File: config.mk
export PLATFORM = sky130hd
export DESIGN_NAME = sds_top
export DESIGN_NICKNAME = d
export VERILOG_FILES = /design/src/hw/sds_pkg.sv /design/src/hw/sds_fault_latch.sv /design/src/hw/sds_top.sv
export SDC_FILE = /design/constraint.sdc
export NUM_CORES = 1
export LEC_CHECK = 0
export BUFFER_PORTS_ARGS = -buffer_cell sky130_fd_sc_hd__buf_4
export CAP_MARGIN = 5
export CORE_MARGIN = 2
export CORE_UTILIZATION = 44
export CTS_CLUSTER_SIZE = 25
export DETAILED_ROUTE_END_ITERATION = 8
export GPL_TIMING_DRIVEN = 1
export PLACE_DENSITY_LB_ADDON = 0.08
export SYNTH_ARGS = -nofsm -noshare
export SYNTH_HDL_FRONTEND = slang
export SYNTH_SLANG_ARGS = --single-unit
File: constraint.sdc
create_clock -name pclk -period 1.18 [get_ports pclk]
set_input_delay 0.059 -clock pclk [delete_from_list [all_inputs] [get_ports pclk]]
set_output_delay 0.059 -clock pclk [all_outputs]
set_load 0.02 [all_outputs]
File: src/hw/sds_pkg.sv
package sds_pkg;

	// Clock and timing
	localparam int unsigned CLK_MHZ          = 100;
	localparam int unsigned BLANK_NS         = 5500;
	localparam int unsigned BLANK_CYCLES     = (BLANK_NS * CLK_MHZ) / 1000;
	localparam int unsigned STEP_HOLDOFF_NS  = 10000;
	localparam int unsigned STEP_HOLDOFF_CYC = (STEP_HOLDOFF_NS * CLK_MHZ + 999) / 1000;
	localparam int unsigned BLANK_W          = 10;

	// APB register byte offsets
	localparam logic [7:0] REG_CTRL   = 8'h00;
	localparam logic [7:0] REG_STATUS = 8'h04;
	localparam logic [7:0] REG_PHASE  = 8'h08;

	// Control register fields
	localparam int unsigned CTRL_ENABLE_BIT = 0;
	localparam int unsigned CTRL_RESET_BIT  = 1;
	localparam logic [1:0]  CTRL_RESET_VAL  = 2'h2;

	// Status register fields
	localparam int unsigned ST_OVERCUR_BIT  = 0;
	localparam int unsigned ST_OVERHEAT_BIT = 1;
	localparam int unsigned ST_ENABLED_BIT  = 2;

	// Phase sequencer positions, Gray coded along the forward path
	typedef enum logic [1:0] {
		SDS_PH_A_BB  = 2'h0,
		SDS_PH_B_A   = 2'h1,
		SDS_PH_AB_B  = 2'h3,
		SDS_PH_BB_AB = 2'h2
	} sds_phase_t;

	// Four excitation outputs
	typedef struct packed {
		logic phase_a_drive;
		logic phase_a_bar_drive;
		logic phase_b_drive;
		logic phase_b_bar_drive;
	} sds_drive_t;

	localparam sds_drive_t DRIVE_OFF = 4'h0;

	// Decode a phase position into the four drive lines
	function automatic sds_drive_t phase_decode(input sds_phase_t ph);
		case (ph)
			SDS_PH_A_BB:  phase_decode = 4'h9;
			SDS_PH_B_A:   phase_decode = 4'hA;
			SDS_PH_AB_B:  phase_decode = 4'h6;
			SDS_PH_BB_AB: phase_decode = 4'h5;
			default:      phase_decode = 4'h9;
		endcase
	endfunction

endpackage

File: src/hw/sds_fault_latch.sv
`timescale 1ns/1ns
module sds_fault_latch
	import sds_pkg::*;
(
	input  wire logic pclk,
	input  wire logic rst_n,
	input  wire logic ce,
	input  wire logic pwm_on,
	input  wire logic overcur_det,
	input  wire logic overheat_det,
	output logic      overcur_flag,
	output logic      overheat_flag,
	output logic      blanking
);

	logic [BLANK_W-1:0] blank_cnt;
	logic               pwm_on_d;

	// Blanking timer restarts on each PWM turn-on
	always_ff @(posedge pclk or negedge rst_n) begin
		if (!rst_n) begin
			blank_cnt <= '0;
			pwm_on_d  <= 1'b0;
		end else if (ce) begin
			pwm_on_d <= pwm_on;
			if (pwm_on && !pwm_on_d)
				blank_cnt <= BLANK_W'(BLANK_CYCLES);
			else if (blank_cnt != '0)
				blank_cnt <= blank_cnt - 1'b1;
		end
	end

	assign blanking = (blank_cnt != '0) || (pwm_on && !pwm_on_d);

	// Latched detections, cleared only by reset
	always_ff @(posedge pclk or negedge rst_n) begin
		if (!rst_n) begin
			overcur_flag  <= 1'b0;
			overheat_flag <= 1'b0;
		end else if (ce) begin
			if (overcur_det && !blanking)
				overcur_flag <= 1'b1;
			if (overheat_det)
				overheat_flag <= 1'b1;
		end
	end

	a_blank_masks_oc: assert property (@(posedge pclk) disable iff (!rst_n)
		(ce && overcur_det && blanking && !overcur_flag) |=> !overcur_flag)
		else $error("overcurrent latched while blanked");

	a_oc_blank_len: assert property (@(posedge pclk) disable iff (!rst_n)
		(ce && pwm_on && !pwm_on_d) |=> (blank_cnt == BLANK_W'(BLANK_CYCLES)))
		else $error("blank length wrong");

	a_oc_sets_flag: assert property (@(posedge pclk) disable iff (!rst_n)
		(ce && overcur_det && !blanking) |=> overcur_flag)
		else $error("overcurrent not latched");

	a_flags_sticky: assert property (@(posedge pclk) disable iff (!rst_n)
		(overcur_flag || overheat_flag) |=> (overcur_flag || overheat_flag))
		else $error("fault latch dropped");

endmodule

File: src/hw/sds_top.sv
`timescale 1ns/1ns
module sds_top
	import sds_pkg::*;
(
	input  wire logic        pclk,
	input  wire logic        presetn,
	input  wire logic        clk_en,
	input  wire logic        system_reset_n_input,
	input  wire logic        enable,
	input  wire logic        step_clock,
	input  wire logic        direction_ccw,
	input  wire logic        pwm_on,
	input  wire logic        overcur_det,
	input  wire logic        overheat_det,
	input  wire logic        psel,
	input  wire logic        penable,
	input  wire logic        pwrite,
	input  wire logic [7:0]  paddr,
	input  wire logic [31:0] pwdata,
	output logic [31:0]      prdata,
	output logic             pready,
	output logic             pslverr,
	output sds_drive_t       drive,
	output logic             fault_o,
	output logic             fault_oe
);

	////////////////////////////////////////////////////////////////////////////
	// Reset combining

	logic       rst_n;
	logic       pin_rst_q;
	logic [1:0] ctrl;
	logic       sw_enable;
	logic       sw_reset;

	// Pin reset sampled synchronously; presetn stands for power-on reset
	always_ff @(posedge pclk or negedge presetn) begin
		if (!presetn)
			pin_rst_q <= 1'b0;
		else if (clk_en)
			pin_rst_q <= system_reset_n_input && !sw_reset;
	end

	assign rst_n = presetn && pin_rst_q;

	////////////////////////////////////////////////////////////////////////////
	// Enable gating of internal clock

	logic run_en;
	logic seq_ce;

	assign run_en = enable && sw_enable;
	assign seq_ce = clk_en && run_en;

	////////////////////////////////////////////////////////////////////////////
	// Phase sequencer

	sds_phase_t phase;
	sds_phase_t next_phase;
	logic       step_d;
	logic       overcur_flag;
	logic       overheat_flag;
	logic       blanking;
	logic       fault_latched;

	// Step forward or back on each step clock rising edge
	always_comb begin
		case (phase)
			SDS_PH_A_BB:  next_phase = direction_ccw ? SDS_PH_BB_AB : SDS_PH_B_A;
			SDS_PH_B_A:   next_phase = direction_ccw ? SDS_PH_A_BB  : SDS_PH_AB_B;
			SDS_PH_AB_B:  next_phase = direction_ccw ? SDS_PH_B_A   : SDS_PH_BB_AB;
			SDS_PH_BB_AB: next_phase = direction_ccw ? SDS_PH_AB_B  : SDS_PH_A_BB;
			default:      next_phase = SDS_PH_A_BB;
		endcase
	end

	// Sequencer state frozen while enable is low
	always_ff @(posedge pclk or negedge rst_n) begin
		if (!rst_n) begin
			phase  <= SDS_PH_A_BB;
			step_d <= 1'b0;
		end else if (seq_ce) begin
			step_d <= step_clock;
			if (step_clock && !step_d)
				phase <= next_phase;
		end
	end

	////////////////////////////////////////////////////////////////////////////
	// Protection

	sds_fault_latch u_fault (
		.pclk          (pclk),
		.rst_n         (rst_n),
		.ce            (clk_en),
		.pwm_on        (pwm_on),
		.overcur_det   (overcur_det),
		.overheat_det  (overheat_det),
		.overcur_flag  (overcur_flag),
		.overheat_flag (overheat_flag),
		.blanking      (blanking)
	);

	assign fault_latched = overcur_flag || overheat_flag;

	// Drive outputs registered; off when disabled or faulted
	always_ff @(posedge pclk or negedge rst_n) begin
		if (!rst_n)
			drive <= DRIVE_OFF;
		else if (clk_en) begin
			if (!run_en || fault_latched || (overcur_det && !blanking) || overheat_det)
				drive <= DRIVE_OFF;
			else
				drive <= phase_decode(phase);
		end
	end

	// Open-drain fault pin, low while a detection is latched
	assign fault_o  = 1'b0;
	assign fault_oe = fault_latched;

	////////////////////////////////////////////////////////////////////////////
	// APB slave

	logic apb_wr;
	logic apb_rd;
	logic addr_ok;

	assign pready  = 1'b1;
	assign addr_ok = (paddr == REG_CTRL) || (paddr == REG_STATUS) || (paddr == REG_PHASE);
	assign pslverr = psel && penable && !addr_ok;
	assign apb_wr  = psel && penable && pwrite && addr_ok;
	assign apb_rd  = psel && !penable && !pwrite;

	assign sw_enable = ctrl[CTRL_ENABLE_BIT];
	assign sw_reset  = ctrl[CTRL_RESET_BIT];

	// Control register; loads CTRL_RESET_VAL (reset bit set, enable clear) on power-on reset only
	always_ff @(posedge pclk or negedge presetn) begin
		if (!presetn)
			ctrl <= CTRL_RESET_VAL;
		else if (clk_en && apb_wr && paddr == REG_CTRL)
			ctrl <= pwdata[1:0];
	end

	// Read data registered in the setup cycle
	always_ff @(posedge pclk or negedge presetn) begin
		if (!presetn)
			prdata <= 32'h0;
		else if (clk_en && apb_rd) begin
			case (paddr)
				REG_CTRL:   prdata <= {30'h0, ctrl};
				REG_STATUS: prdata <= {29'h0, run_en, overheat_flag, overcur_flag};
				REG_PHASE:  prdata <= {28'h0, drive};
				default:    prdata <= 32'h0;
			endcase
		end
	end

	////////////////////////////////////////////////////////////////////////////
	// Checks

	a_disable_off: assert property (@(posedge pclk) disable iff (!rst_n)
		(clk_en && !run_en) |=> (drive == DRIVE_OFF))
		else $error("drive on while disabled");

	a_phase_frozen: assert property (@(posedge pclk) disable iff (!rst_n)
		(!seq_ce) |=> $stable(phase))
		else $error("phase moved while frozen");

	a_fault_pin_low: assert property (@(posedge pclk) disable iff (!rst_n)
		(clk_en && (overheat_det || (overcur_det && !blanking))) |=> (fault_oe && !fault_o))
		else $error("fault pin not driven");

	a_fault_released: assert property (@(posedge pclk) disable iff (!presetn)
		$rose(rst_n) |-> !fault_oe)
		else $error("fault pin driven after reset");

	a_fault_keeps_off: assert property (@(posedge pclk) disable iff (!rst_n)
		(fault_latched && clk_en) |=> (drive == DRIVE_OFF))
		else $error("drive on after fault");

	a_overheat_kills: assert property (@(posedge pclk) disable iff (!rst_n)
		(clk_en && overheat_det) |=> (drive == DRIVE_OFF))
		else $error("drive on during overheat");

	a_reset_phase: assert property (@(posedge pclk) disable iff (!presetn)
		$rose(rst_n) |-> (phase == SDS_PH_A_BB))
		else $error("reset phase wrong");

	// Pin reset reaches the internal reset on the same edge that samples it
	a_pin_reset: assert property (@(posedge pclk) disable iff (!presetn)
		(clk_en && !system_reset_n_input) |=> !rst_n)
		else $error("pin reset not taken");

	a_step_advance: assert property (@(posedge pclk) disable iff (!rst_n)
		(seq_ce && step_clock && !step_d) |=> (phase == $past(next_phase)))
		else $error("step not taken");

	// Main scenarios reached
	c_step: cover property (@(posedge pclk) seq_ce && step_clock && !step_d);
	c_fault: cover property (@(posedge pclk) $rose(fault_latched));
	c_disable: cover property (@(posedge pclk) $fell(run_en));
	c_blank: cover property (@(posedge pclk) blanking && overcur_det);
	c_release: cover property (@(posedge pclk) $rose(rst_n));

endmodule

==> results of run 1 <==
timing repair:
item,4_1_cts,5_1_grt
setup endpoints to repair,17,19
hold buffers,2,0
resized for setup,15,9
hold endpoints to repair,28,0
buffers inserted,6,4
pin swaps,9,5
registers in the layout (all words and copies together) (netlist names):
name                   flops
step_d                     1
u_fault.blank_cnt         10
drive                      4
phase                      2
u_fault.pwm_on_d           1
prdata                     4
pin_rst_q                  1
ctrl                       2
u_fault.overcur_flag       1
u_fault.overheat_flag      1
cell usage after synthesis (all sizes together) (2+ instances only):
| master | count |
|---|---|
| and2 | 2 |
| o2bb2ai | 2 |
| nand3 | 5 |
| o31ai | 2 |
| nor4 | 3 |
| a22o | 3 |
| or4 | 2 |
| nand2 | 12 |
| clkbuf | 2 |
| nor3 | 4 |
| mux2i | 2 |
| and3 | 3 |
| xnor2 | 2 |
| or2 | 2 |
| buf | 32 |
| dfrtp | 26 |
| nor3b | 2 |
| or3b | 2 |
| nor2 | 10 |
| conb | 2 |
| o21ai | 9 |
| a31oi | 2 |
| a41oi | 2 |
| nand4 | 2 |
| mux2 | 5 |
| nor2b | 3 |
| a21oi | 7 |
| inv | 4 |
power breakdown:
part           switching (W)  internal, W
logic               0.000539     0.000584
registers           0.000119      0.00103
clock network       0.000296     0.000243
critical path, cell delays in order, from the launching register on:
cell and delay, ns:
dfrtp_1 0.43, inv_2 0.09, ha_4 0.14, or3b_4 0.40, or4_1 0.43, nand2_1 0.10
placed cells by master (no fill, tap or decap), drive strengths merged, types with 4 or more instances in the layout:
cell	Yosys	layout
inv	4	4
nand2	12	12
nor2	10	10
clkbuf	2	4
dfrtp	26	26
conb	2	30
nor3	4	4
nand3	5	5
o21ai	9	9
mux2	5	5
a21oi	7	7
buf	32	77
worst max path at each step:
stage,start,end,slack [ns],depth (start not counted)
finish,u_fault.blank_cnt[0],u_fault.blank_cnt[4],-0.47,5
floorplan,u_fault.pwm_on_d,u_fault.blank_cnt[4],-0.33,6
CTS,u_fault.blank_cnt[0],u_fault.blank_cnt[4],-0.39,5
detailed placement,u_fault.blank_cnt[7],drive[2],-0.46,4
global route,u_fault.blank_cnt[0],u_fault.blank_cnt[4],-0.51,5
global placement,u_fault.blank_cnt[7],drive[1],-0.39,4
layout make-up:
type / instances / area, µm²
clock buffers: 4 / 45.0
fillers: 309 / 1220
inverters: 4 / 15.0
multi-input cells: 132 / 962
flip-flops and latches: 27 / 677
well taps: 48 / 60.1
repair buffers: 79 / 624
stage by stage:
| step | cells | hold WS (ns) | worst slack [ns] | util, % | instance area (µm²) |
|---|---|---|---|---|---|
| after floorplan | 197 | -0.237 | -0.332 | - | 1810 |
| after global placement | 280 | -0.124 | -0.392 | 59.3 | 2140 |
| after detailed placement | 280 | -0.122 | -0.463 | 59.3 | 2140 |
| after CTS | 291 | 0.00415 | -0.390 | 64.2 | 2310 |
| after global routing | 294 | 0.00521 | -0.510 | 66.1 | 2380 |
| final | 294 | 0.00728 | -0.467 | 66.1 | 2380 |
cell families (layout without fill, tap and decap cells):
logic type | after synthesis | in the layout | synth area share [%]
flip-flops | 27 | 27 | 41.5
buffers and inverters | 38 | 87 | 15.8
AO/OA/AOI/OAI | 36 | 36 | 15.2
XOR/XNOR | 2 | 2 | 1.07
multiplexers | 7 | 7 | 5.14
AND/OR/NAND/NOR | 56 | 56 | 20.0
adder cells (fa/ha/maj) | 1 | 1 | 0.767
other | 2 | 30 | 0.461
per-layer routing:
layer / up-vias / track usage (%)
li1: 702 / -
met1: 695 / 26.3
met2: 61 / 33.8
met3: 7 / 2.95
met4: 0 / 7.71
met5: - / 0
==> flow_summary.toml, run 1 <==
[status]
status = "finished with violations"
violations = "negative setup slack"

[yosys]
syn_area_um2 = 1630
seq_area_frac_synth_pct = 41.5
yosysWarningCount = 0
ys_types = 49
syn_inst = 169
synth.largest_area_cell = "dfrtp_1"
synthFlopType = "dfrtp_1"
synthTopCellsByArea = "dfrtp_1 40%, buf_4 14%, nand2_1 2.8%"
syn_avg_cell_area_um2 = 9.65
ys_ff_latch = 27
synth_top_area_share_pct = 39.9
synth_edf_count = 0
ys_async_sr_fraction_pct = 100

[power]
power_w = 0.00281
power_density_nw_per_um2 = 1180
ir_drop_mv = 0.694
p_leak_nw = 1.13

[routing]
wl_met3_um = 234
highest_layer = "met4"
wirelength_um = 4040
wl_met2_um = 2030
dr.pass1.iters = 4
wl_met1_um = 1710
drc = 0
drt_iter0_drc = 63
vias_per_cell = 4.98
vias = 1465
avgRoutedWirePerCell_um = 13.7
ant_nets = 0

[floorplan]
start_util_pct = 45.2
io_pins = 93
num_rows = 22
die_x_um = 64.9
chipHeight_um = 64.9
die_area_um2 = 4210
core_um2 = 3610

[timing]
fin_tns_setup_ns = -4.68
timing.fmax_ghz = 0.607
postLayoutSetupSlackWorst_ns = -0.467
finalCriticalPeriod_ns = 1.65
slew_violations = 0
hold_viol_final = 0
setup_viol = 16
fin_crit_sh_pct = 140
fin_skew_ns = 0.00370
grt_setup_unrepaired = "true"

[min_path]
whs_path_depth = 2
min_to = "ctrl[0]"
hold_path.class = "in2reg"
hp-start = "pwdata[0]"

[placed_design]
io_buffers = 32
hpwl_um = 2960
gp_congestion = 0.841

[global_routing]
grtUsageTotal_pct = 20.2
grt_pass1_wl_um = 6600
overflow = 0
grt_max_degree = 21
antenna_found_initial = 0
grt_pass1_vias = 1450

[setup_path]
cp.required_ns = 1.40
r2r_end = "u_fault.blank_cnt[4]"
worst-setup-path-type = "reg2reg"
reg2reg_from = "u_fault.blank_cnt[0]"
ff2ff_setup_slack_ns = -0.47
end_kind = "flip-flop"
critPathLaunchType = "flip-flop"
r2r_cells = 5
cp_max_fo = 4
arrival_ns = 1.86

[layout]
area_growth_pct = 46.2
insertedDiodeCount = 0
nets = 301
drive_gt1_share_pct = 43.9

[clocking]
clock_sinks = 27
insertion_delay_ns = 0.28
root_buffer = "clkbuf_8"
clock_path_buffers = 2
clk_pin_slew_ns = 0.09
cts_tree = "built"
cts.htree.levels = 1
numCtsBuffers = 3

[flow_run]
drv_cap = 0
No activity file was read; power rests on OpenSTA's default activity.
==> inputs of run 2 (changes only) <==
--- a/config.mk
+++ b/config.mk
@@ -8,11 +8,12 @@
 export BUFFER_PORTS_ARGS = -buffer_cell sky130_fd_sc_hd__buf_4
 export CAP_MARGIN = 5
 export CORE_MARGIN = 2
-export CORE_UTILIZATION = 44
+export CORE_UTILIZATION = 45
+export CTS_BUF_LIST = sky130_fd_sc_hd__clkbuf_8
 export CTS_CLUSTER_SIZE = 25
 export DETAILED_ROUTE_END_ITERATION = 8
 export GPL_TIMING_DRIVEN = 1
-export PLACE_DENSITY_LB_ADDON = 0.08
+export PLACE_DENSITY = 0.81
 export SYNTH_ARGS = -nofsm -noshare
 export SYNTH_HDL_FRONTEND = slang
 export SYNTH_SLANG_ARGS = --single-unit
==> flow_summary.toml, run 2 (synthesized netlist as in run 1, its figures left out) <==
[power]
combPwrFrac_pct = 39.1
switching_share_pct = 34.5
p_seq_share_pct = 41.6
p_leak_nw = 1.15
clockPowerShare_pct = 19.3
power_density_nw_per_um2 = 1170
intPower_w = 0.00184
ir_drop_mv = 0.726
p_switching_w = 0.000970

[timing]
fin_crit_sh_pct = 139
fin_tns_setup_ns = -5.51
postLayoutSetupSlackWorst_ns = -0.455
hold_viol_final = 0
finalCriticalPeriod_ns = 1.63
setup_viol = 18
grt_setup_unrepaired = "true"
timing.fmax_ghz = 0.612
fin_skew_ns = 0.00329
whs_ns = 0.0144
slew_violations = 0

[layout]
final_cell_mix = "74 x buf_4, 30 x conb_1, 26 x dfrtp_1, 11 x nand2_1"
nets = 303
insertedDiodeCount = 0
final_cells = 294
layout_commonest_cell = "buf_4"
final_core_util_pct = 70.2
drive_gt1_share_pct = 46.8
area_growth_pct = 47.1
fill_cells = 252
regMostFlops = "u_fault.blank_cnt"
largest_reg_flops = 10
reg_top3 = "u_fault.blank_cnt (10), drive (4), prdata (4)"
fin_area_um2 = 2400

[status]
violations = "negative setup slack"
status = "finished with violations"

[global_routing]
grtUsageTotal_pct = 20.6
grt_max_degree = 21
grt_pass1_wl_um = 6550
grt_pass1_vias = 1399
antenna_found_initial = 0
overflow = 0

[setup_path]
cp_max_fo = 4
critPathLaunchType = "flip-flop"
worst-setup-path-type = "reg2reg"
cp.required_ns = 1.40
end_kind = "flip-flop"
arrival_ns = 1.86

[floorplan]
chipHeight_um = 64.2
die_x_um = 64.2
num_rows = 21
die_area_um2 = 4120
io_pins = 93
start_util_pct = 47.7
core_um2 = 3420

[clocking]
insertion_delay_ns = 0.28
numCtsBuffers = 3
clock_path_buffers = 2
clk_pin_slew_ns = 0.10
root_buffer = "clkbuf_8"
clock_sinks = 27
cts_tree = "built"
cts.htree.levels = 1

[routing]
dr.pass1.iters = 4
avgRoutedWirePerCell_um = 14.4
ant_nets = 0
wirelength_um = 4240
drt_iter0_drc = 39
drc = 0
vias = 1465
vias_per_cell = 4.98

[placed_design]
hpwl_um = 2980
gp_congestion = 0.857
dpl_cell_area_um2 = 2140
dp.cells = 279
io_buffers = 32

[flow_run]
drv_cap = 0

[min_path]
hold_path.class = "in2reg"
run 2: routing by layer:
layer	global-route usage, %	up-vias	wire, µm
li1	-	708	-
met1	25.7	693	1780
met2	36.5	55	2180
met3	1.94	9	164
met4	7.98	0	111
met5	0	-	0
run 2: area by class of cell:
cell class,instances,area [µm²],share of cell area [%]
multi-input cells,132,971,40.5
flip-flops and latches,27,677,28.2
repair buffers,81,633,26.4
well taps,46,57.6,2.40
clock buffers,3,41.3,1.72
inverters,4,15.0,0.626
clock inverters,1,3.75,0.156
run 2: what timing repair did:
action | CTS | global route
setup endpoints to repair | 17 | 22
resized for setup | 14 | 14
setup buffers | 7 | 5
endpoints found under the hold margin | 27 | 0
hold buffers | 1 | 0
pin swaps | 11 | 8
run 2: per-stage QoR:
| stage | total power, W | setup slack [ns] |
|---|---|---|
| 6_report | 0.00281 | -0.455 |
| 5_1_grt | 0.00297 | -0.500 |
| 4_1_cts | 0.00268 | -0.402 |
| 3_5_place_dp | 0.00206 | -0.415 |
| 3_3_place_gp | 0.00203 | -0.352 |
| 2_1_floorplan | 0.00170 | -0.332 |
run 2: final timing paths:
path,from,to,slack (ns),cells past startpoint
worst max-delay path,u_fault.blank_cnt[0],u_fault.blank_cnt[4],-0.45,5
worst min-delay path,pwdata[1],ctrl[1],0.01,2
worst min register to register,pin_rst_q,u_fault.blank_cnt[6],0.35,2
worst max register to register,u_fault.blank_cnt[0],u_fault.blank_cnt[4],-0.45,5
min in group asynchronous,presetn,ctrl[0],0.11,2
max in group asynchronous,presetn,phase[1],0.50,4
run 2: power by group through the flow:
stage	registers (W)	clock network, W	logic, W
after global routing	0.00119	0.000595	0.00119
after floorplan	0.00118	0	0.000517
after global placement	0.00117	0	0.000864
after CTS	0.00115	0.000532	0.000991
after detailed placement	0.00117	0	0.000891
final	0.00117	0.000543	0.00110
run 2: critical path, stage by stage (launching register included):
cell	delay, ns
dfrtp_1	0.44
inv_2	0.10
ha_4	0.15
or3b_4	0.41
or4_4	0.43
nand2_2	0.06
==> inputs of run 3 (changes only) <==
--- a/config.mk
+++ b/config.mk
@@ -5,10 +5,11 @@
 export SDC_FILE = /design/constraint.sdc
 export NUM_CORES = 1
 export LEC_CHECK = 0
+export ABC_AREA = 1
 export BUFFER_PORTS_ARGS = -buffer_cell sky130_fd_sc_hd__buf_4
 export CAP_MARGIN = 5
 export CORE_MARGIN = 2
-export CORE_UTILIZATION = 45
+export CORE_UTILIZATION = 47
 export CTS_BUF_LIST = sky130_fd_sc_hd__clkbuf_8
 export CTS_CLUSTER_SIZE = 25
 export DETAILED_ROUTE_END_ITERATION = 8
@@ -16,4 +17,5 @@
 export PLACE_DENSITY = 0.81
 export SYNTH_ARGS = -nofsm -noshare
 export SYNTH_HDL_FRONTEND = slang
+export SYNTH_HIERARCHICAL = 1
 export SYNTH_SLANG_ARGS = --single-unit
==> flow_summary.toml, run 3 <==
[routing]
dr.pass1.iters = 4
wirelength_um = 3640
vias = 1544
ant_nets = 0
vias_per_cell = 4.51
drt_iter0_drc = 88
drc = 0
avgRoutedWirePerCell_um = 10.6

[setup_path]
critPathTopFamily = "simple AND/OR/NAND/NOR gates"
cp_max_fo = 3
worst-setup-path-type = "reg2reg"
r2r_cells = 8
cp_slowest_cell = "dfrtp_1"
path_cells = "inv_2 > buf_4 > nand2_1 > nor2_1 > nor2_1 > nor3_1 > nand2_1 > o21ai_2"
ff2ff_setup_slack_ns = -0.13
arrival_ns = 1.51
slowest_delay_ns = 0.40
r2r_end = "u_fault/blank_cnt[3]"
reg2reg_from = "u_fault/blank_cnt[1]"
cp.required_ns = 1.38
critPathLaunchType = "flip-flop"
end_kind = "flip-flop"
crit_buf_inv = 2

[yosys]
syn_area_um2 = 1840
ys_async_sr_fraction_pct = 100
synth.most_common_cell = "nand2_1"
ys_types = 34
synthFlopType = "dfrtp_1"
seq_area_frac_synth_pct = 36.8
synth_common_cells = "59 x nand2_1, 31 x buf_4, 26 x dfrtp_1, 23 x nor2_1, 20 x nand3_1"
ys_ff_latch = 27
yosysWarningCount = 6
synth.largest_area_cell = "dfrtp_1"
synth_edf_count = 0
syn_inst = 241
syn_avg_cell_area_um2 = 7.63
synth_top_area_share_pct = 35.4
synthTopCellsByArea = "dfrtp_1 35%, buf_4 13%, nand2_1 12%"

[layout]
fill_cells = 354
regMostFlops = "u_fault/blank_cnt"
final_cell_mix = "56 x nand2_1, 51 x buf_4, 30 x conb_1, 26 x dfrtp_1"
layout_commonest_cell = "nand2_1"
reg_top3 = "u_fault/blank_cnt (10), drive (4), prdata (4)"
insertedDiodeCount = 0
largest_reg_flops = 10
nets = 349
area_growth_pct = 22.2
final_cells = 342
drive_gt1_share_pct = 33.0

[global_routing]
overflow = 0
grtUsageTotal_pct = 17.8
grt_max_degree = 21
grt_pass1_wl_um = 6080
antenna_found_initial = 0
grt_pass1_vias = 1430

[clocking]
clock_sinks = 27
root_buffer = "clkbuf_8"
cts.htree.levels = 1
clock_path_buffers = 2
numCtsBuffers = 3
clk_pin_slew_ns = 0.09
cts_tree = "built"
insertion_delay_ns = 0.27

[power]
combPwrFrac_pct = 49.7
intPower_w = 0.00212
p_seq_share_pct = 35.7
switching_share_pct = 38.6
power_density_nw_per_um2 = 1530
p_switching_w = 0.00133
clockPowerShare_pct = 14.7
power_w = 0.00345
p_leak_nw = 1.22
ir_drop_mv = 1.08

[floorplan]
die_area_um2 = 4430
die_x_um = 66.6
chipHeight_um = 66.6
num_rows = 22
start_util_pct = 49.5
core_um2 = 3720
io_pins = 93

[timing]
fin_crit_sh_pct = 111
fin_skew_ns = 0.00621
postLayoutSetupSlackWorst_ns = -0.132
finalCriticalPeriod_ns = 1.31
setup_viol = 15
slew_violations = 0
hold_viol_final = 0
grt_setup_unrepaired = "true"
timing.fmax_ghz = 0.762

[placed_design]
place_ws_ns = -0.155
io_buffers = 32
dp.cells = 335
gp_congestion = 0.853
hpwl_um = 2930

[min_path]
hold_path.class = "in2reg"
whs_path_depth = 2
hp-start = "overheat_det"
min_to = "u_fault/overheat_flag"

[status]
violations = "negative setup slack"
status = "finished with violations"

[flow_run]
drv_cap = 0
## run 3: cell count changes in the layout (fill, tap and decap cells not counted), sizes merged, moves of 5 or more
cell / delta
mux2: -5
nand3: +18
inv: +21
o21ai: +7
nor2: +20
nand2: +53
buf: -27
## run 3: cell type report
type	count	area [µm²]	area share (%)
Clock inverter	1	3.75	0.167
Timing Repair Buffer	54	415	18.5
Tap cell	48	60.1	2.67
Inverter	27	106	4.73
Clock buffer	3	41.3	1.84
Multi-Input combinational cell	182	945	42.0
Sequential cell	27	677	30.1
## run 3: metrics by stage
stage	hold WS [ns]	TNS, ns	utilization, %	instance area (µm²)
finish	0.0124	-1.50	60.5	2250
global route	0.0155	-2.85	60.5	2250
CTS	0.0108	-1.52	59.6	2210
detailed placement	-0.123	-1.62	57.9	2150
global placement	-0.124	-1.05	57.9	2150
floorplan	-0.237	-1.59	-	1960
## run 3: cell families after synthesis
logic type | count (synthesis) | share of synthesized area, %
XOR/XNOR | 3 | 1.43
adder cells (fa/ha/maj) | 1 | 0.680
AO/OA/AOI/OAI | 25 | 9.12
AND/OR/NAND/NOR | 123 | 32.5
other | 2 | 0.408
flip-flops | 27 | 36.8
buffers and inverters | 60 | 19.0
## run 3: worst max path at each step
stage / startpoint / end / slack, ns / cells after the start
finish: u_fault/blank_cnt[1] / u_fault/blank_cnt[3] / -0.13 / 8
CTS: u_fault/blank_cnt[1] / u_fault/blank_cnt[3] / -0.12 / 9
floorplan: u_fault/blank_cnt[1] / u_fault/blank_cnt[2] / -0.19 / 10
global route: u_fault/blank_cnt[1] / drive[3] / -0.22 / 7
global placement: u_fault/blank_cnt[1] / u_fault/blank_cnt[3] / -0.11 / 9
detailed placement: u_fault/blank_cnt[1] / u_fault/blank_cnt[3] / -0.16 / 9
## run 3: routing by layer
layer	wire length [µm]	vias to the layer above	GRT usage, %
met5	0	-	0
met4	28	0	4.59
met3	218	2	2.36
met2	1840	42	31.8
met1	1550	696	22.6
li1	-	804	-
## run 3: timing repair
action	in CTS	in global routing
gates resized for setup	3	8
hold buffers	1	0
cloned	0	0
endpoints found under the setup margin	14	16
hold endpoints to repair	27	0
setup buffers	0	2
pin swaps	2	3
## run 3: power groups by stage
| stage | combinational (W) | clock [W] | sequential, W |
|---|---|---|---|
| 2_1_floorplan | 0.00108 | 0 | 0.00125 |
| 3_3_place_gp | 0.00157 | 0 | 0.00123 |
| 3_5_place_dp | 0.00162 | 0 | 0.00124 |
| 4_1_cts | 0.00164 | 0.000528 | 0.00122 |
| 5_1_grt | 0.00191 | 0.000568 | 0.00125 |
| 6_report | 0.00171 | 0.000506 | 0.00123 |
